## config.mk

```make
export PLATFORM = sky130hd
export DESIGN_NAME = hpsc_hub_pin_strap_config
export DESIGN_NICKNAME = d
export VERILOG_FILES = /design/src/rtl/hpsc_hub_pin_strap_config.v
export VERILOG_INCLUDE_DIRS = /design/src /design/src/rtl
export SDC_FILE = /design/constraint.sdc
export NUM_CORES = 1
export LEC_CHECK = 0
export BUFFER_PORTS_ARGS = -buffer_cell sky130_fd_sc_hd__buf_2
export CORE_UTILIZATION = 59
export CTS_CLUSTER_SIZE = 24
export DETAILED_ROUTE_END_ITERATION = 10
export GPL_ROUTABILITY_DRIVEN = 0
export PLACE_DENSITY = 0.81
export SKIP_CTS_REPAIR_TIMING = 1
export SLEW_MARGIN = 40
export SYNTH_ARGS = -nofsm -noshare
export SYNTH_HDL_FRONTEND = slang
export SYNTH_SLANG_ARGS = --single-unit
```

## constraint.sdc

```tcl
create_clock -name ref_clk -period 3 [get_ports ref_clk]
set_clock_uncertainty 0.2 [all_clocks]
set_input_delay 0.3 -clock ref_clk [delete_from_list [all_inputs] [get_ports ref_clk]]
set_output_delay 0.3 -clock ref_clk [all_outputs]
set_load 0.01 [all_outputs]
```

## src/rtl/hpsc_defines.vh

```
// Timing and encoding constants for the hub pin-strap configuration loader.
// Assumes a 250 MHz reference clock; included by bare name.
`ifndef HPSC_DEFINES_VH
`define HPSC_DEFINES_VH

// ==========================================================================
// Clock and timing
// ==========================================================================
`define HPSC_CLK_MHZ          250
`define HPSC_RST_HOLD_NS      2700
`define HPSC_RST_HOLD_CYC     ((`HPSC_RST_HOLD_NS * `HPSC_CLK_MHZ + 999) / 1000)
`define HPSC_GANG_LATE_US     20
`define HPSC_GANG_SAMPLE_CYC  ((`HPSC_GANG_LATE_US * `HPSC_CLK_MHZ) / 2)
`define HPSC_DIR_MIN_MS       50
`define HPSC_DIR_MAX_MS       60
`define HPSC_DIR_CYC          ((`HPSC_DIR_MIN_MS + `HPSC_DIR_MAX_MS) * 125000)
`define HPSC_CNT_W            24

// ==========================================================================
// Encodings
// ==========================================================================
`define HPSC_CLK_SRC_RSVD     2'h0
`define HPSC_CLK_SRC_48       2'h1
`define HPSC_CLK_SRC_27       2'h2
`define HPSC_CLK_SRC_12       2'h3
`define HPSC_PORTS_DEFAULT    3'h4
`define HPSC_REMOVABLE_DFLT   4'h0
`define HPSC_POL_DEFAULT      1'h1

`endif

```

## src/rtl/hpsc_hub_pin_strap_config.v

```verilog
// Pin-strap configuration loader of a four-port hub: reset sequencing,
// strap latching and the shared gang-mode / suspend-flag pin.
// Assumes all strap inputs are synchronous to ref_clk and stable at reset.
`include "hpsc_defines.vh"

// What this block does
// - Hold internal reset until 2.7 us after core supply good.
// - External reset input also forces power-on reset.
// - Sample gang/individual strap within 20 us after reset release.
// - Strap low selects individual switching, high selects ganged.
// - Turn shared strap pin to output 50 to 60 ms after reset.
// - Drive suspend flag on shared pin during global suspend.
// - Power enables active high when polarity strap 1, else low.
// - Port-count straps 11,10,01,00 give 1,2,3,4 ports.
// - High non_removable_port_strap strap marks that port non-removable.
// - Clock straps 01 48 MHz, 10 27 MHz, 11 12 MHz.
// - Reduced-pin variant ignores count, removable, clock, polarity straps.
// - Memory port count valid 1..4, default 4 otherwise.
// - Memory removability bits 4:1 map ports; 1 is non-removable.
module hpsc_hub_pin_strap_config (
    input  wire       ref_clk,
    input  wire       nrst,
    input  wire       ext_reset_n,
    input  wire       core_supply_good,
    input  wire       reduced_pin_pkg,
    input  wire       gang_pin_in,
    input  wire       power_enable_polarity_strap,
    input  wire       port_count_strap_high,
    input  wire       port_count_strap_low,
    input  wire [3:0] non_removable_port_strap,
    input  wire       clock_select_strap_a,
    input  wire       clock_select_strap_b,
    input  wire       mem_config_valid,
    input  wire [2:0] mem_port_count,
    input  wire [7:0] port_removability_byte,
    input  wire       global_suspend,
    input  wire [3:0] port_power_request,
    output reg        por_active,
    output reg        config_done,
    output reg        gang_mode,
    output reg        gang_pin_out,
    output reg        gang_pin_oe,
    output reg        power_enable_polarity,
    output reg  [3:0] port_power_enable,
    output reg  [2:0] active_port_count,
    output reg  [3:0] active_port_mask,
    output reg  [3:0] non_removable_ports,
    output reg  [1:0] clock_source,
    output reg        clock_source_reserved
);

// ==========================================================================
// Reset sequencing
// ==========================================================================
// Counts worked out in 32 bits, then cut to the counter width
localparam integer RST_CYC_I  = `HPSC_RST_HOLD_CYC;
localparam integer GANG_CYC_I = `HPSC_GANG_SAMPLE_CYC;
localparam integer DIR_CYC_I  = `HPSC_DIR_CYC;
localparam [`HPSC_CNT_W-1:0] RST_CYC  = RST_CYC_I[`HPSC_CNT_W-1:0];
localparam [`HPSC_CNT_W-1:0] GANG_CYC = GANG_CYC_I[`HPSC_CNT_W-1:0];
localparam [`HPSC_CNT_W-1:0] DIR_CYC  = DIR_CYC_I[`HPSC_CNT_W-1:0];

localparam [1:0] ST_RESET  = 2'h0;
localparam [1:0] ST_SAMPLE = 2'h1;
localparam [1:0] ST_WAIT   = 2'h2;
localparam [1:0] ST_OUTPUT = 2'h3;

// A short external pulse still gets the full internal hold; the board
// is expected to hold its reset longer, but nothing here relies on it
// Counter runs on through sample and wait; only leaving or re-entering reset clears it
reg  [1:0]            state;
reg  [1:0]            next_state;
reg  [`HPSC_CNT_W-1:0] cnt;
reg  [`HPSC_CNT_W-1:0] next_cnt;
wire                  por_cause;

// Either source restarts the whole sequence
assign por_cause = ~core_supply_good | ~ext_reset_n;

// Decode of port-count straps, used on the strap path only
function [2:0] strap_ports;
    input hi;
    input lo;
    begin
        case ({hi, lo})
            2'b11:   strap_ports = 3'h1;
            2'b10:   strap_ports = 3'h2;
            2'b01:   strap_ports = 3'h3;
            default: strap_ports = 3'h4;
        endcase
    end
endfunction

function [3:0] ports_to_mask;
    input [2:0] n;
    begin
        case (n)
            3'h1:    ports_to_mask = 4'h1;
            3'h2:    ports_to_mask = 4'h3;
            3'h3:    ports_to_mask = 4'h7;
            default: ports_to_mask = 4'hF;
        endcase
    end
endfunction

// Memory count outside 1..4 falls back to all ports
function [2:0] mem_ports;
    input [2:0] n;
    begin
        if (n >= 3'h1 && n <= 3'h4) begin
            mem_ports = n;
        end else begin
            mem_ports = `HPSC_PORTS_DEFAULT;
        end
    end
endfunction

// Code 00 names no source; flagged so the core can refuse it
function is_reserved_clock;
    input [1:0] code;
    begin
        is_reserved_clock = (code == `HPSC_CLK_SRC_RSVD);
    end
endfunction

always @* begin
    next_state = state;
    next_cnt   = cnt + 1'b1;
    case (state)
        ST_RESET: begin
            // Release only after the hold time of a good supply
            if (cnt >= RST_CYC - 1'b1) begin
                next_state = ST_SAMPLE;
                next_cnt   = {`HPSC_CNT_W{1'b0}};
            end
        end
        ST_SAMPLE: begin
            // Wait a little so strap nets settle, well inside the limit
            if (cnt >= GANG_CYC - 1'b1) begin
                next_state = ST_WAIT;
            end
        end
        ST_WAIT: begin
            // Switch point sits midway in the allowed window
            if (cnt >= DIR_CYC - 1'b1) begin
                next_state = ST_OUTPUT;
            end
        end
        ST_OUTPUT: begin
            // Count frozen; the pin stays an output until reset
            next_cnt = cnt;
        end
        default: begin
            next_state = ST_RESET;
            next_cnt   = {`HPSC_CNT_W{1'b0}};
        end
    endcase
    if (por_cause) begin
        next_state = ST_RESET;
        next_cnt   = {`HPSC_CNT_W{1'b0}};
    end
end

always @(posedge ref_clk or negedge nrst) begin
    if (!nrst) begin
        state <= ST_RESET;
        cnt   <= {`HPSC_CNT_W{1'b0}};
    end else begin
        state <= next_state;
        cnt   <= next_cnt;
    end
end

// ==========================================================================
// Strap latching, once per reset
// ==========================================================================
wire leave_reset  = (state == ST_RESET) && (next_state == ST_SAMPLE);
wire leave_sample = (state == ST_SAMPLE) && (next_state == ST_WAIT);

wire [2:0] mem_ports_ok = mem_ports(mem_port_count);

// Per port: strap (full package only) or loaded byte marks it fixed
wire [3:0] next_nonrem_bit;
genvar pi;
generate
    for (pi = 0; pi < 4; pi = pi + 1) begin : g_fixed
        wire from_strap = ~reduced_pin_pkg & non_removable_port_strap[pi];
        wire from_mem   = mem_config_valid & port_removability_byte[pi + 1];
        assign next_nonrem_bit[pi] = from_strap | from_mem;
    end
endgenerate

reg [2:0] next_ports;
reg [3:0] next_nonrem;
reg [1:0] next_clk;
reg       next_pol;

always @* begin
    if (reduced_pin_pkg) begin
        next_pol    = `HPSC_POL_DEFAULT;
        next_clk    = `HPSC_CLK_SRC_12;
        next_ports  = mem_config_valid ? mem_ports_ok : `HPSC_PORTS_DEFAULT;
        next_nonrem = next_nonrem_bit;
    end else begin
        next_pol    = power_enable_polarity_strap;
        next_clk    = {clock_select_strap_a, clock_select_strap_b};
        // Valid memory contents take precedence over the count straps
        next_ports  = mem_config_valid ? mem_ports_ok
                    : strap_ports(port_count_strap_high,
                                  port_count_strap_low);
        next_nonrem = next_nonrem_bit;
    end
end

// Follows the next state, so it falls on the latching edge itself
always @(posedge ref_clk or negedge nrst) begin
    if (!nrst) begin
        por_active <= 1'b1;
    end else begin
        por_active <= (next_state == ST_RESET);
    end
end

// Strap values are taken once, on the edge that leaves reset
always @(posedge ref_clk or negedge nrst) begin
    if (!nrst) begin
        power_enable_polarity <= `HPSC_POL_DEFAULT;
        active_port_count     <= `HPSC_PORTS_DEFAULT;
        active_port_mask      <= 4'hF;
        non_removable_ports   <= `HPSC_REMOVABLE_DFLT;
        clock_source          <= `HPSC_CLK_SRC_12;
        clock_source_reserved <= 1'b0;
    end else if (leave_reset) begin
        power_enable_polarity <= next_pol;
        active_port_count     <= next_ports;
        active_port_mask      <= ports_to_mask(next_ports);
        non_removable_ports   <= next_nonrem;
        clock_source          <= next_clk;
        clock_source_reserved <= is_reserved_clock(next_clk);
    end
end

// Gang level is taken at the end of the sample window
always @(posedge ref_clk or negedge nrst) begin
    if (!nrst) begin
        gang_mode   <= 1'b0;
        config_done <= 1'b0;
    end else begin
        if (leave_sample) begin
            gang_mode   <= gang_pin_in;
            config_done <= 1'b1;
        end
        // A new reset cause withdraws the settled flag at once
        if (next_state == ST_RESET) begin
            config_done <= 1'b0;
        end
    end
end

// ==========================================================================
// Shared pin and power enables
// ==========================================================================
// Enables stay off while the sequence is in or entering reset
wire       pwr_block  = (next_state == ST_RESET) || (state == ST_RESET);
wire       pwr_invert = ~power_enable_polarity;
wire [3:0] next_pwr;
wire [3:0] next_pwr_level;

genvar gi;
generate
    for (gi = 0; gi < 4; gi = gi + 1) begin : g_power
        // Ganged mode follows port 1's request on every active port
        wire req = gang_mode ? port_power_request[0]
                             : port_power_request[gi];
        assign next_pwr[gi] = req & active_port_mask[gi] & ~pwr_block;
        assign next_pwr_level[gi] = next_pwr[gi] ^ pwr_invert;
    end
endgenerate

always @(posedge ref_clk or negedge nrst) begin
    if (!nrst) begin
        gang_pin_oe  <= 1'b0;
        gang_pin_out <= 1'b0;
    end else begin
        gang_pin_oe  <= (next_state == ST_OUTPUT);
        // Level and direction move together, so no early drive
        gang_pin_out <= (next_state == ST_OUTPUT) & global_suspend;
    end
end

// Off at reset: polarity resets to active high
always @(posedge ref_clk or negedge nrst) begin
    if (!nrst) begin
        port_power_enable <= 4'h0;
    end else begin
        port_power_enable <= next_pwr_level;
    end
end

endmodule // hpsc_hub_pin_strap_config

```

=== After elaboration in Yosys (flattened, before gate mapping) ===
Index checks and enable logic that the tools add are counted.

* Register bits after elaboration: 50
* Latch bits: 0
* RAM bits: 0
* Memory bits (read-only): 0
* Output and inout bits: 24
* Word-level logic and storage cells: 93
* Memories kept: 0

* Add/sub/neg operators: 1
* $mul: 0
* Divide/modulo/power cells: 0
* $lt $le $gt $ge: 5
* Eq/ne operators: 13
* Shift-type cells: 0
* Multiplexer cells: 21
* Bitwise operators: 31
* Reductions and logical operators: 8

{| class="wikitable"
|+ Operators by type and width
! cell !! number
|-
| 24-bit 2-to-1 mux || 2
|-
| 24-bit case mux with 2 select lines || 1
|-
| 24-bit by 1-bit adder with 24-bit output (second input constant) || 1
|-
| 24-bit by 10-bit greater-or-equal comparator with 1-bit output (second input constant) || 1
|-
| 24-bit by 12-bit greater-or-equal comparator with 1-bit output (second input constant) || 1
|-
| 24-bit greater-or-equal comparator (second input constant) || 1
|-
| 1-bit AND || 17
|-
| 2-bit equality test (second input constant) || 6
|-
| 3-bit 2-to-1 mux || 4
|-
| 4-bit case mux with 3 select lines || 1
|-
| 2-bit 2-to-1 mux || 5
|-
| 3-bit case mux with 3 select lines || 1
|-
| 2-bit by 1-bit equality test with 1-bit output (second input constant) || 3
|-
| 3-bit by 2-bit equality test with 1-bit output (second input constant) || 2
|-
| 2-bit logical NOT || 3
|-
| 1-bit 2-to-1 mux || 6
|-
| 2-bit case mux with 3 select lines || 1
|-
| 1-bit NOT || 5
|-
| 1-bit bitwise OR || 5
|-
| 1-bit bitwise XOR || 4
|-
| 3-bit by 1-bit equality test with 1-bit output (second input constant) || 1
|-
| 3-bit by 1-bit greater-or-equal comparator with 1-bit output (second input constant) || 1
|-
| 3-bit less-or-equal comparator (second input constant) || 1
|-
| 1-bit logical AND || 3
|-
| other kinds (3) || 3
|}

=== Longest topological paths before layout ===
Gate-level depths: netlist of run 1.

* Word-level depth: 9
* Mapped depth: 8

=== Least setup slack after synthesis of run 1 ===
No wires, ideal clock.

* Kind: reg-to-reg
* Start: register cnt[0]
* End: register cnt[13]
* Setup time: 0.119 ns
* Arrival: 1.624 ns
* Required time: 2.681 ns
* Path slack: 1.057 ns
* Stages on the path, launching flop included: 9
* Cell sequence: dfrtp_1 -> inv_1 -> ha_1 -> nor3_1 -> a211oi_2 -> nor3_2 -> o311ai_4 -> buf_6 -> nor2_1

* Word-level cells in the longest chain between the ends: 4
* Elaborated cells on any way between the ends: 5
* Classes of those cells: 1 x add/sub; 1 x order compare; 3 x mux

{| class="wikitable"
|+ RTL lines
! what !! line !! source
|-
| from (decl) || hpsc_hub_pin_strap_config.v:73 || <nowiki>reg [`HPSC_CNT_W-1:0] cnt;</nowiki>
|-
| from (signal assigned) || hpsc_hub_pin_strap_config.v:167 || <nowiki>cnt <= {`HPSC_CNT_W{1'b0}};</nowiki>
|-
| from (signal assigned) || hpsc_hub_pin_strap_config.v:170 || <nowiki>cnt <= next_cnt;</nowiki>
|-
| 24-bit by 1-bit adder with 24-bit output or 24-bit by 10-bit greater-or-equal comparator with 1-bit output (tied branches) || hpsc_hub_pin_strap_config.v:128, hpsc_hub_pin_strap_config.v:132 ||
|-
| 24-bit 2-to-1 mux || hpsc_hub_pin_strap_config.v:132 || <nowiki>if (cnt >= RST_CYC - 1'b1) begin</nowiki>
|-
| 24-bit case mux with 2 select lines * || hpsc_hub_pin_strap_config.v:129 || <nowiki>case (state)</nowiki>
|-
| 24-bit 2-to-1 mux * || hpsc_hub_pin_strap_config.v:158 || <nowiki>if (por_cause) begin</nowiki>
|}

Every way passes the cells marked *; elsewhere a longest branch is shown, timed or not.
A chain may end at the register's enable or synchronous reset.

=== Worst setup path in the final report of run 1 ===
* Start: register cnt[15]
* End: register clock_source_reserved

* Word-level cells in the longest chain between the ends: 6
* Elaborated cells on any way between the ends: 10
* Classes of those cells: 3 x order compare; 1 x eq/ne; 5 x mux; 1 x reduce/logical

{| class="wikitable"
|+ RTL lines
! what !! line !! source
|-
| 24-bit greater-or-equal comparator (tied with other cells) || hpsc_hub_pin_strap_config.v:145 || <nowiki>if (cnt >= DIR_CYC - 1'b1) begin</nowiki>
|-
| 2-bit 2-to-1 mux (on tied branches) || hpsc_hub_pin_strap_config.v:145, hpsc_hub_pin_strap_config.v:132, hpsc_hub_pin_strap_config.v:139 ||
|-
| 2-bit case mux with 3 select lines * || hpsc_hub_pin_strap_config.v:129 ||
|-
| 2-bit 2-to-1 mux * || hpsc_hub_pin_strap_config.v:158 ||
|-
| 2-bit by 1-bit equality test with 1-bit output * || hpsc_hub_pin_strap_config.v:177 || <nowiki>wire leave_reset = (state == ST_RESET) && (next_state == ST_SAMPLE);</nowiki>
|-
| 1-bit logical AND * || hpsc_hub_pin_strap_config.v:177 ||
|-
| to (signal assigned) || hpsc_hub_pin_strap_config.v:239 || <nowiki>clock_source_reserved <= is_reserved_clock(next_clk);</nowiki>
|-
| to (decl) || hpsc_hub_pin_strap_config.v:49 || <nowiki>output reg clock_source_reserved</nowiki>
|}

Marks and branches as above.

==> parameters.txt, run 1 <==
Parameter                              Value

Outcome
  Status ... complete, no violations

Floorplan
  Number of placement rows ... 23
  Die outline width ... 68.9 um
  Number of top-level pins ... 56
  Y dimension of the die ... 68.9 um
  Core ar. ... around 4100 um^2
  DIE AREA ... roughly 4700 um^2
  Initial Utilization ... 0.637

Critical path
  Max Fanout on Critical Path ... 12
  Setup CP Type ... reg2reg
  Register-to-register path setup slack ... about 0.27 ns
  Worst path required time ... 3.05 ns
  Worst flop-to-flop path startpoint ... cnt[15]
  Crit. End Element ... flop
  Worst reg2reg endpoint ... clock_source_reserved
  Startpoint class of the critical path ... flop
  Data arrival time of the critical path ... 2.77 ns
  Number of cells on the worst reg-to-reg path ... 7

CTS
  Maximum level of the CTS H-tree ... 2
  Clock-pin transition on the worst setup and hold timing paths ... approximately 0.090 ns
  Clock tree from TritonCTS ... yes
  Number of clock buffers inserted by TritonCTS ... 5
  Number of clock sinks ... between 40 and 50
  CTS Buffer Depth ... 2
  Root cell of the clock tree ... sky130_fd_sc_hd__clkbuf_8
  Skew-Pair Late Insertion Delay ... 0.30 ns

Global route
  Wire length of the first global-routing pass ... a little over 8000 um
  Vias in the first global route ... about 1,800
  Number of antenna violations at the first check in global routing ... 0
  Largest net degree at the start of global routing ... 50
  Overflow left after global routing ... 0
  Overall track demand over capacity in global routing ... 0.231

Timing
  Hold Vio Cnt, Final ... 0
  Post-route setup TNS ... 0 ns
  Count of final setup violators ... 0
  Worst Max-Slew Pin Slew ... 0.591 ns
  Final critical path time including I/O delays and setup ... 2.73 ns
  Final cycle utilization of the critical path ... 0.909
  Max-slew violation count ... 0
  Worst rel slew slack ... 0.603
  Timing-limited maximum frequency ... 367 MHz
  Post-layout worst setup margin ... 0.273 ns
  RSZ-0062 raised after global routing ... no

Hold path
  Worst hold start ... global_suspend
  Worst hold path stage count ... 2
  Hold EP ... gang_pin_out
  Type of the most critical hold path ... in2reg

Place
  Worst slack at placement ... 0.789 ns
  HPWL after DPL ... 3570 um
  Buffers added on ports ... 50
  Instance count after placement with tap cells included ... 361

Synth
  Commonest register cell after synthesis ... sky130_fd_sc_hd__dfrtp_1
  Share of the synthesized area in the top cell type ... 0.389
  Number of storage elements in the synthesis netlist ... 49
  Synthesized area ... 2640 um^2
  Dominant cell type by area after synthesis ... sky130_fd_sc_hd__dfrtp_1
  Post-synthesis instance total ... 274
  Total of warnings raised by yosys ... 0
  Number of library cell types mapped by synthesis ... between 50 and 60
  Number of enable flip-flop cells after synthesis ... 0
  Share of async-settable or async-resettable flops after synthesis ... 1.00
  Leading post-synthesis cells by instance count ... sky130_fd_sc_hd__dfrtp_1, sky130_fd_sc_hd__nor2_1, sky130_fd_sc_hd__nand2_1
  Net Count, Synth ... between 300 and 400
  Seq/Total Area, Yosys ... 0.468
  Syn Area/Cell ... 9.64 um^2
  Ranking of synthesized cells by area ... sky130_fd_sc_hd__dfrtp_1, sky130_fd_sc_hd__dfstp_2, sky130_fd_sc_hd__xor2_1, sky130_fd_sc_hd__nor2_1, sky130_fd_sc_hd__nand2_1

Cells and area
  Synthesis-to-layout area growth ... 13.6%
  Share of the core filled with cells ... 0.723
  Number of nets in the layout ... 358
  Fraction of layout cells with a size suffix above 1 ... 0.252
  Number of antenna diodes ... 0
  Non-filler cells, final ... 372

Routing
  WL final ... approximately 5000 um
  Pre-antenna DRT Iters ... 4
  Final routed DRC violation total ... 0
  Detailed Route Iter0 Violations ... 94
  Via count ... 2,013
  Drt via density ... 5.41
  Final ANT Viol Nets ... 0
  Routed wire length per instance ... about 13 um

Power
  Maximum VDD drop ... about 0.24 mV
  Combinational Power Share ... 0.064
  Portion of total power attributed to the clock network ... 0.345
  Design internal power ... between 800 and 900 uW
  Switching share of total power ... 0.237
  Static leakage power ... 1.36 nW
  Pwr Total ... about 1.1 mW
  Power density over the cells ... about 370 nW/um^2
  Sequential cell fraction of total power ... 0.592
  Psw ... 266 uW

Job
  Count of maximum capacitance violations ... 0
[layout make-up]
| class | count | area (um^2) |
|---|---|---|
| fill | 323 | 1150 |
| multi-input combinational | 199 | 1270 |
| sequential | 49 | 1240 |
| clock inverter | 3 | 21.3 |
| inverter | 10 | 37.5 |
| clock buffer | 5 | 68.8 |
| tap | 50 | 62.6 |
| timing repair buffer | 56 | 305 |
[power groups by stage]
stage	Clock [mW]	Sequential (mW)	Combinational, mW
after floorplan	0	0.676	0.0349
after global placement	0	0.676	0.0687
after detailed placement	0	0.676	0.0704
after CTS	0.396	0.664	0.0708
after global routing	0.421	0.664	0.0827
final	0.387	0.664	0.0713
[flip-flops by register name (all words and copies together), names as in the netlist]
| signal | count |
|---|---|
| cnt | 24 |
| non_removable_ports | 4 |
| port_power_enable | 4 |
| active_port_count | 3 |
| active_port_mask | 3 |
| clock_source | 2 |
| state | 2 |
| clock_source_reserved | 1 |
| config_done | 1 |
| gang_mode | 1 |
| gang_pin_oe | 1 |
| gang_pin_out | 1 |
| por_active | 1 |
| power_enable_polarity | 1 |
[cell usage in the layout (no fill, tap or decap), drive strengths merged, types with 5 or more instances in the layout]
cell type	Yosys	routed
buf	6	53
clkbuf	10	5
dfrtp	41	41
dfstp	8	8
ha	5	5
inv	10	11
nand2	27	27
nand3	12	12
nand4	10	10
nor2	41	41
nor3	8	8
o21ai	15	15
xnor2	7	7
xor2	21	21
[worst max-delay path, cell delays in order, from the launching register on]
cell and delay [ns]:
sky130_fd_sc_hd__dfrtp_1 0.44, sky130_fd_sc_hd__nor4_2 0.31, sky130_fd_sc_hd__nand4_2 0.21, sky130_fd_sc_hd__o31ai_4 0.55, sky130_fd_sc_hd__buf_4 0.26, sky130_fd_sc_hd__nand2_1 0.06
sky130_fd_sc_hd__o41ai_1 0.05, sky130_fd_sc_hd__dlygate4sd3_1 0.59
[worst max-delay path by stage]
stage | start | cells past startpoint | slack, ns | end
2_1_floorplan | cnt[0] | 8 | 1.06 | cnt[13]
3_3_place_gp | cnt[0] | 8 | 0.82 | clock_source_reserved
3_5_place_dp | cnt[15] | 6 | 0.79 | clock_source[0]
4_1_cts | cnt[15] | 6 | 0.77 | clock_source[0]
5_1_grt | cnt[14] | 7 | 0.05 | clock_source_reserved
6_report | cnt[15] | 7 | 0.27 | clock_source_reserved
[metal layers]
metal | global-route usage | routed length (um) | vias to the layer above | part of all wire
met5 | 0 | 0 | - | 0
met4 | 0.0842 | 58 | 0 | 0.012
met3 | 0.0345 | 155 | 5 | 0.031
met2 | 0.386 | 2360 | 43 | 0.47
met1 | 0.300 | 2400 | 930 | 0.48
li1 | - | - | 1035 | -
[cell families after synthesis]
logic type                 count (synthesis)  share of synthesized area
and+or+nand+nor                          123                      0.236
DFF                                       49                      0.468
AOI/OAI and AO/OA                         39                      0.113
xor gates and xnor gates                  28                     0.0929
buffers and inverters                     26                     0.0521
adders and majority gates                  5                     0.0237
muxes                                      3                     0.0123
other                                      1                    0.00142
[stage by stage]
step,cell area (um^2),hold slack [ns]
after floorplan,2640,-0.196
after global placement,2880,0.253
after detailed placement,2880,0.148
after CTS,2970,-0.183
after global routing,3000,0.00175
final,3000,0.00620
(Power assumes the default switching activity.)
==> run 2, diff against run 1 <==
- CORE_UTILIZATION: 59 -> 60
- CTS_BUF_LIST: not set -> sky130_fd_sc_hd__clkbuf_4 sky130_fd_sc_hd__clkbuf_8
- CTS_CLUSTER_DIAMETER: not set -> 50
- PLACE_DENSITY: 0.81 -> 0.83
- SKIP_LAST_GASP: not set -> 1
==> parameters.txt, run 2 (synthesis results as in run 1) <==
Parameter                              Value

Outcome
  Status ... complete, no violations

Power
  Portion of total power attributed to the clock network ... 0.342 (-0.003)
  Sequential cell fraction of total power ... 0.593 (about the same)
  Combinational Power Share ... 0.065 (about the same)
  Maximum VDD drop ... 0.312 mV (+32%)
  Power density over the cells ... 375 nW/um^2 (+0.31%)
  Static leakage power ... 1.34 nW (-1.1%)
  Switching share of total power ... 0.228 (-0.00898)
  Design internal power ... 864 uW (+0.93%)
  Psw ... 256 uW (-4.0%)

Cells and area
  Cell area after layout ... 2980 um^2 (-0.54%)
  Most common library cell in the layout ignoring fill and taps ... sky130_fd_sc_hd__buf_2
  Register name with the most flops ... cnt
  Largest registers ... cnt: 24 flops, non_removable_ports: 4 flops, port_power_enable: 4 flops
  Number of antenna diodes ... 0 (unchanged)
  Number of nets in the layout ... 356 (-0.56%)
  Share of the core filled with cells ... 0.725 (+0.00111)
  Area of combinational cells with multiple inputs ... 1270 um^2 (unchanged)
  Most frequent cells in the layout ... sky130_fd_sc_hd__buf_2, sky130_fd_sc_hd__nor2_1, sky130_fd_sc_hd__dfrtp_1
  Area of all sequential standard cells ... 1240 um^2 (unchanged)
  Fraction of layout cells with a size suffix above 1 ... 0.250 (-0.00155)
  Synthesis-to-layout area growth ... 12.9%
  Non-filler cells, final ... 370 (-0.54%)
  Flip-flop count of the largest register, all copies and words added ... 24 (unchanged)
  Number of filler instances in the final layout ... 309 (-4.3%)

Timing
  Final cycle utilization of the critical path ... 0.731 (-0.178)
  Max-slew violation count ... 0 (unchanged)
  Worst Max-Slew Pin Slew ... 0.601 ns (+0.00995 ns)
  Post-route setup TNS ... 0 ns (unchanged)
  Hold Vio Cnt, Final ... 0 (unchanged)
  Count of final setup violators ... 0 (unchanged)
  RSZ-0062 raised after global routing ... no
  Final critical path time including I/O delays and setup ... 2.19 ns (-0.535 ns)
  Timing-limited maximum frequency ... 456 MHz (+24%)
  Worst rel slew slack ... 0.600 (-0.00336)
  Hold WS ... 0.0115 ns (+0.00525 ns)

Critical path
  Register-to-register path setup slack ... 0.81 ns (+0.54 ns)
  Worst path slowest cell ... sky130_fd_sc_hd__dfrtp_1
  Worst path required time ... 3.00 ns (-0.05 ns)
  Startpoint class of the critical path ... flop
  Worst reg2reg endpoint ... cnt[1]
  Crit. End Element ... flop
  Setup CP Type ... reg2reg
  Crit-path cells ... nor4_2, nand4_2, nor3_2, o311ai_4, buf_4, a211oi_1
  Slowest cell delay on critical path ... 0.44 ns (-0.15 ns)
  Worst flop-to-flop path startpoint ... cnt[15]
  Max Fanout on Critical Path ... 24 (+12)
  Number of cells on the worst reg-to-reg path ... 6 (-1)
  Data arrival time of the critical path ... 2.19 ns (-0.58 ns)

Routing
  Routed wire length per instance ... 13.6 um (+1.7%)
  Pre-antenna DRT Iters ... 4 (unchanged)
  Final routed DRC violation total ... 0 (unchanged)
  Via count ... 2,061 (+2.4%)
  WL final ... 5030 um (+1.2%)
  Drt via density ... 5.57 (+2.9%)
  Detailed Route Iter0 Violations ... 106 (+13%)
  Final ANT Viol Nets ... 0 (unchanged)

CTS
  Clock tree from TritonCTS ... yes
  Root cell of the clock tree ... sky130_fd_sc_hd__clkbuf_8
  Skew-Pair Late Insertion Delay ... 0.30 ns (about the same)
  Number of clock sinks ... 49 (unchanged)
  Clock-pin transition on the worst setup and hold timing paths ... 0.09 ns (about the same)
  Maximum level of the CTS H-tree ... 2 (unchanged)
  CTS Buffer Depth ... 2 (unchanged)
  Number of clock buffers inserted by TritonCTS ... 5 (unchanged)

Global route
  Largest net degree at the start of global routing ... 50 (unchanged)
  Overall track demand over capacity in global routing ... 0.234 (+0.00364)
  Wire length of the first global-routing pass ... 8200 um (+1.5%)
  Overflow left after global routing ... 0 (unchanged)
  Number of antenna violations at the first check in global routing ... 0 (unchanged)
  Vias in the first global route ... 1,852 (+0.16%)

Place
  Instance count after placement with tap cells included ... 360 (-0.28%)
  HPWL after DPL ... 3560 um (-0.10%)
  Buffers added on ports ... 50 (unchanged)
  Standard cell area after detailed placement ... 2870 um^2 (-0.26%)

Floorplan
  Y dimension of the die ... 68.3 um (-0.81%)
  Die outline width ... 68.3 um (-0.81%)
  Initial Utilization ... 0.642 (+0.00445)
  Number of top-level pins ... 56 (unchanged)
  DIE AREA ... 4670 um^2 (-1.6%)
  Core ar. ... 4120 um^2 (-0.69%)
  Number of placement rows ... 23 (unchanged)

Hold path
  Worst hold start ... clock_select_strap_b
  Type of the most critical hold path ... in2reg
  Hold EP ... clock_source_reserved
  Worst hold path stage count ... 2 (unchanged)

Job
  Count of maximum capacitance violations ... 0 (unchanged)
[run 2: cell types whose count changed in the layout (fill, tap and decap cells not counted)]
cell                            previous run  this run
sky130_fd_sc_hd__dlygate4sd3_1             3         2
sky130_fd_sc_hd__inv_6                     1         0
sky130_fd_sc_hd__clkbuf_4                  0         1
sky130_fd_sc_hd__clkinv_2                  1         0
sky130_fd_sc_hd__clkinvlp_4                1         2
sky130_fd_sc_hd__buf_4                     4         3
[run 2: per-layer routing]
layer | share of wire | up-vias | track usage
met2 | 0.48 | 61 | 0.374
met3 | 0.037 | 9 | 0.0417
met1 | 0.46 | 968 | 0.317
met4 | 0.016 | 0 | 0.0833
li1 | - | 1023 | -
met5 | 0 | - | 0
[run 2: stage by stage]
stage	setup slack, ns	power (mW)
5_1_grt	0.698	1.17
3_5_place_dp	0.853	0.748
4_1_cts	0.818	1.13
3_3_place_gp	0.868	0.745
6_report	0.808	1.12
2_1_floorplan	1.06	0.711
[run 2: worst max-delay path by stage]
| stage | slack (ns) | start | to |
|---|---|---|---|
| 2_1_floorplan | 1.06 | cnt[0] | cnt[13] |
| 3_3_place_gp | 0.87 | cnt[15] | cnt[1] |
| 3_5_place_dp | 0.85 | cnt[15] | cnt[1] |
| 4_1_cts | 0.82 | cnt[15] | cnt[1] |
| 5_1_grt | 0.70 | cnt[0] | cnt[1] |
| 6_report | 0.81 | cnt[15] | cnt[1] |
[run 2: layout make-up]
class / count / area share
multi-input cells: 199 / 0.425
flip-flops and latches: 49 / 0.415
repair buffers: 54 / 0.0965
clock buffers: 6 / 0.0256
well taps: 50 / 0.0210
inverters: 10 / 0.0126
clock inverters: 2 / 0.00504
[run 2: power by group through the flow]
stage	combinational (mW)	clock [mW]	sequential, mW
finish	0.0730	0.383	0.664
global route	0.0833	0.424	0.664
CTS	0.0716	0.396	0.664
detailed placement	0.0714	0	0.676
global placement	0.0687	0	0.676
floorplan	0.0349	0	0.676
[run 2: critical path, delay by kind of cell (launching register included)]
kind            cells  cell delay [ns]
compound gates      2             0.30
buf+inv             1             0.23
flops               1             0.44
simple gates        3             0.92
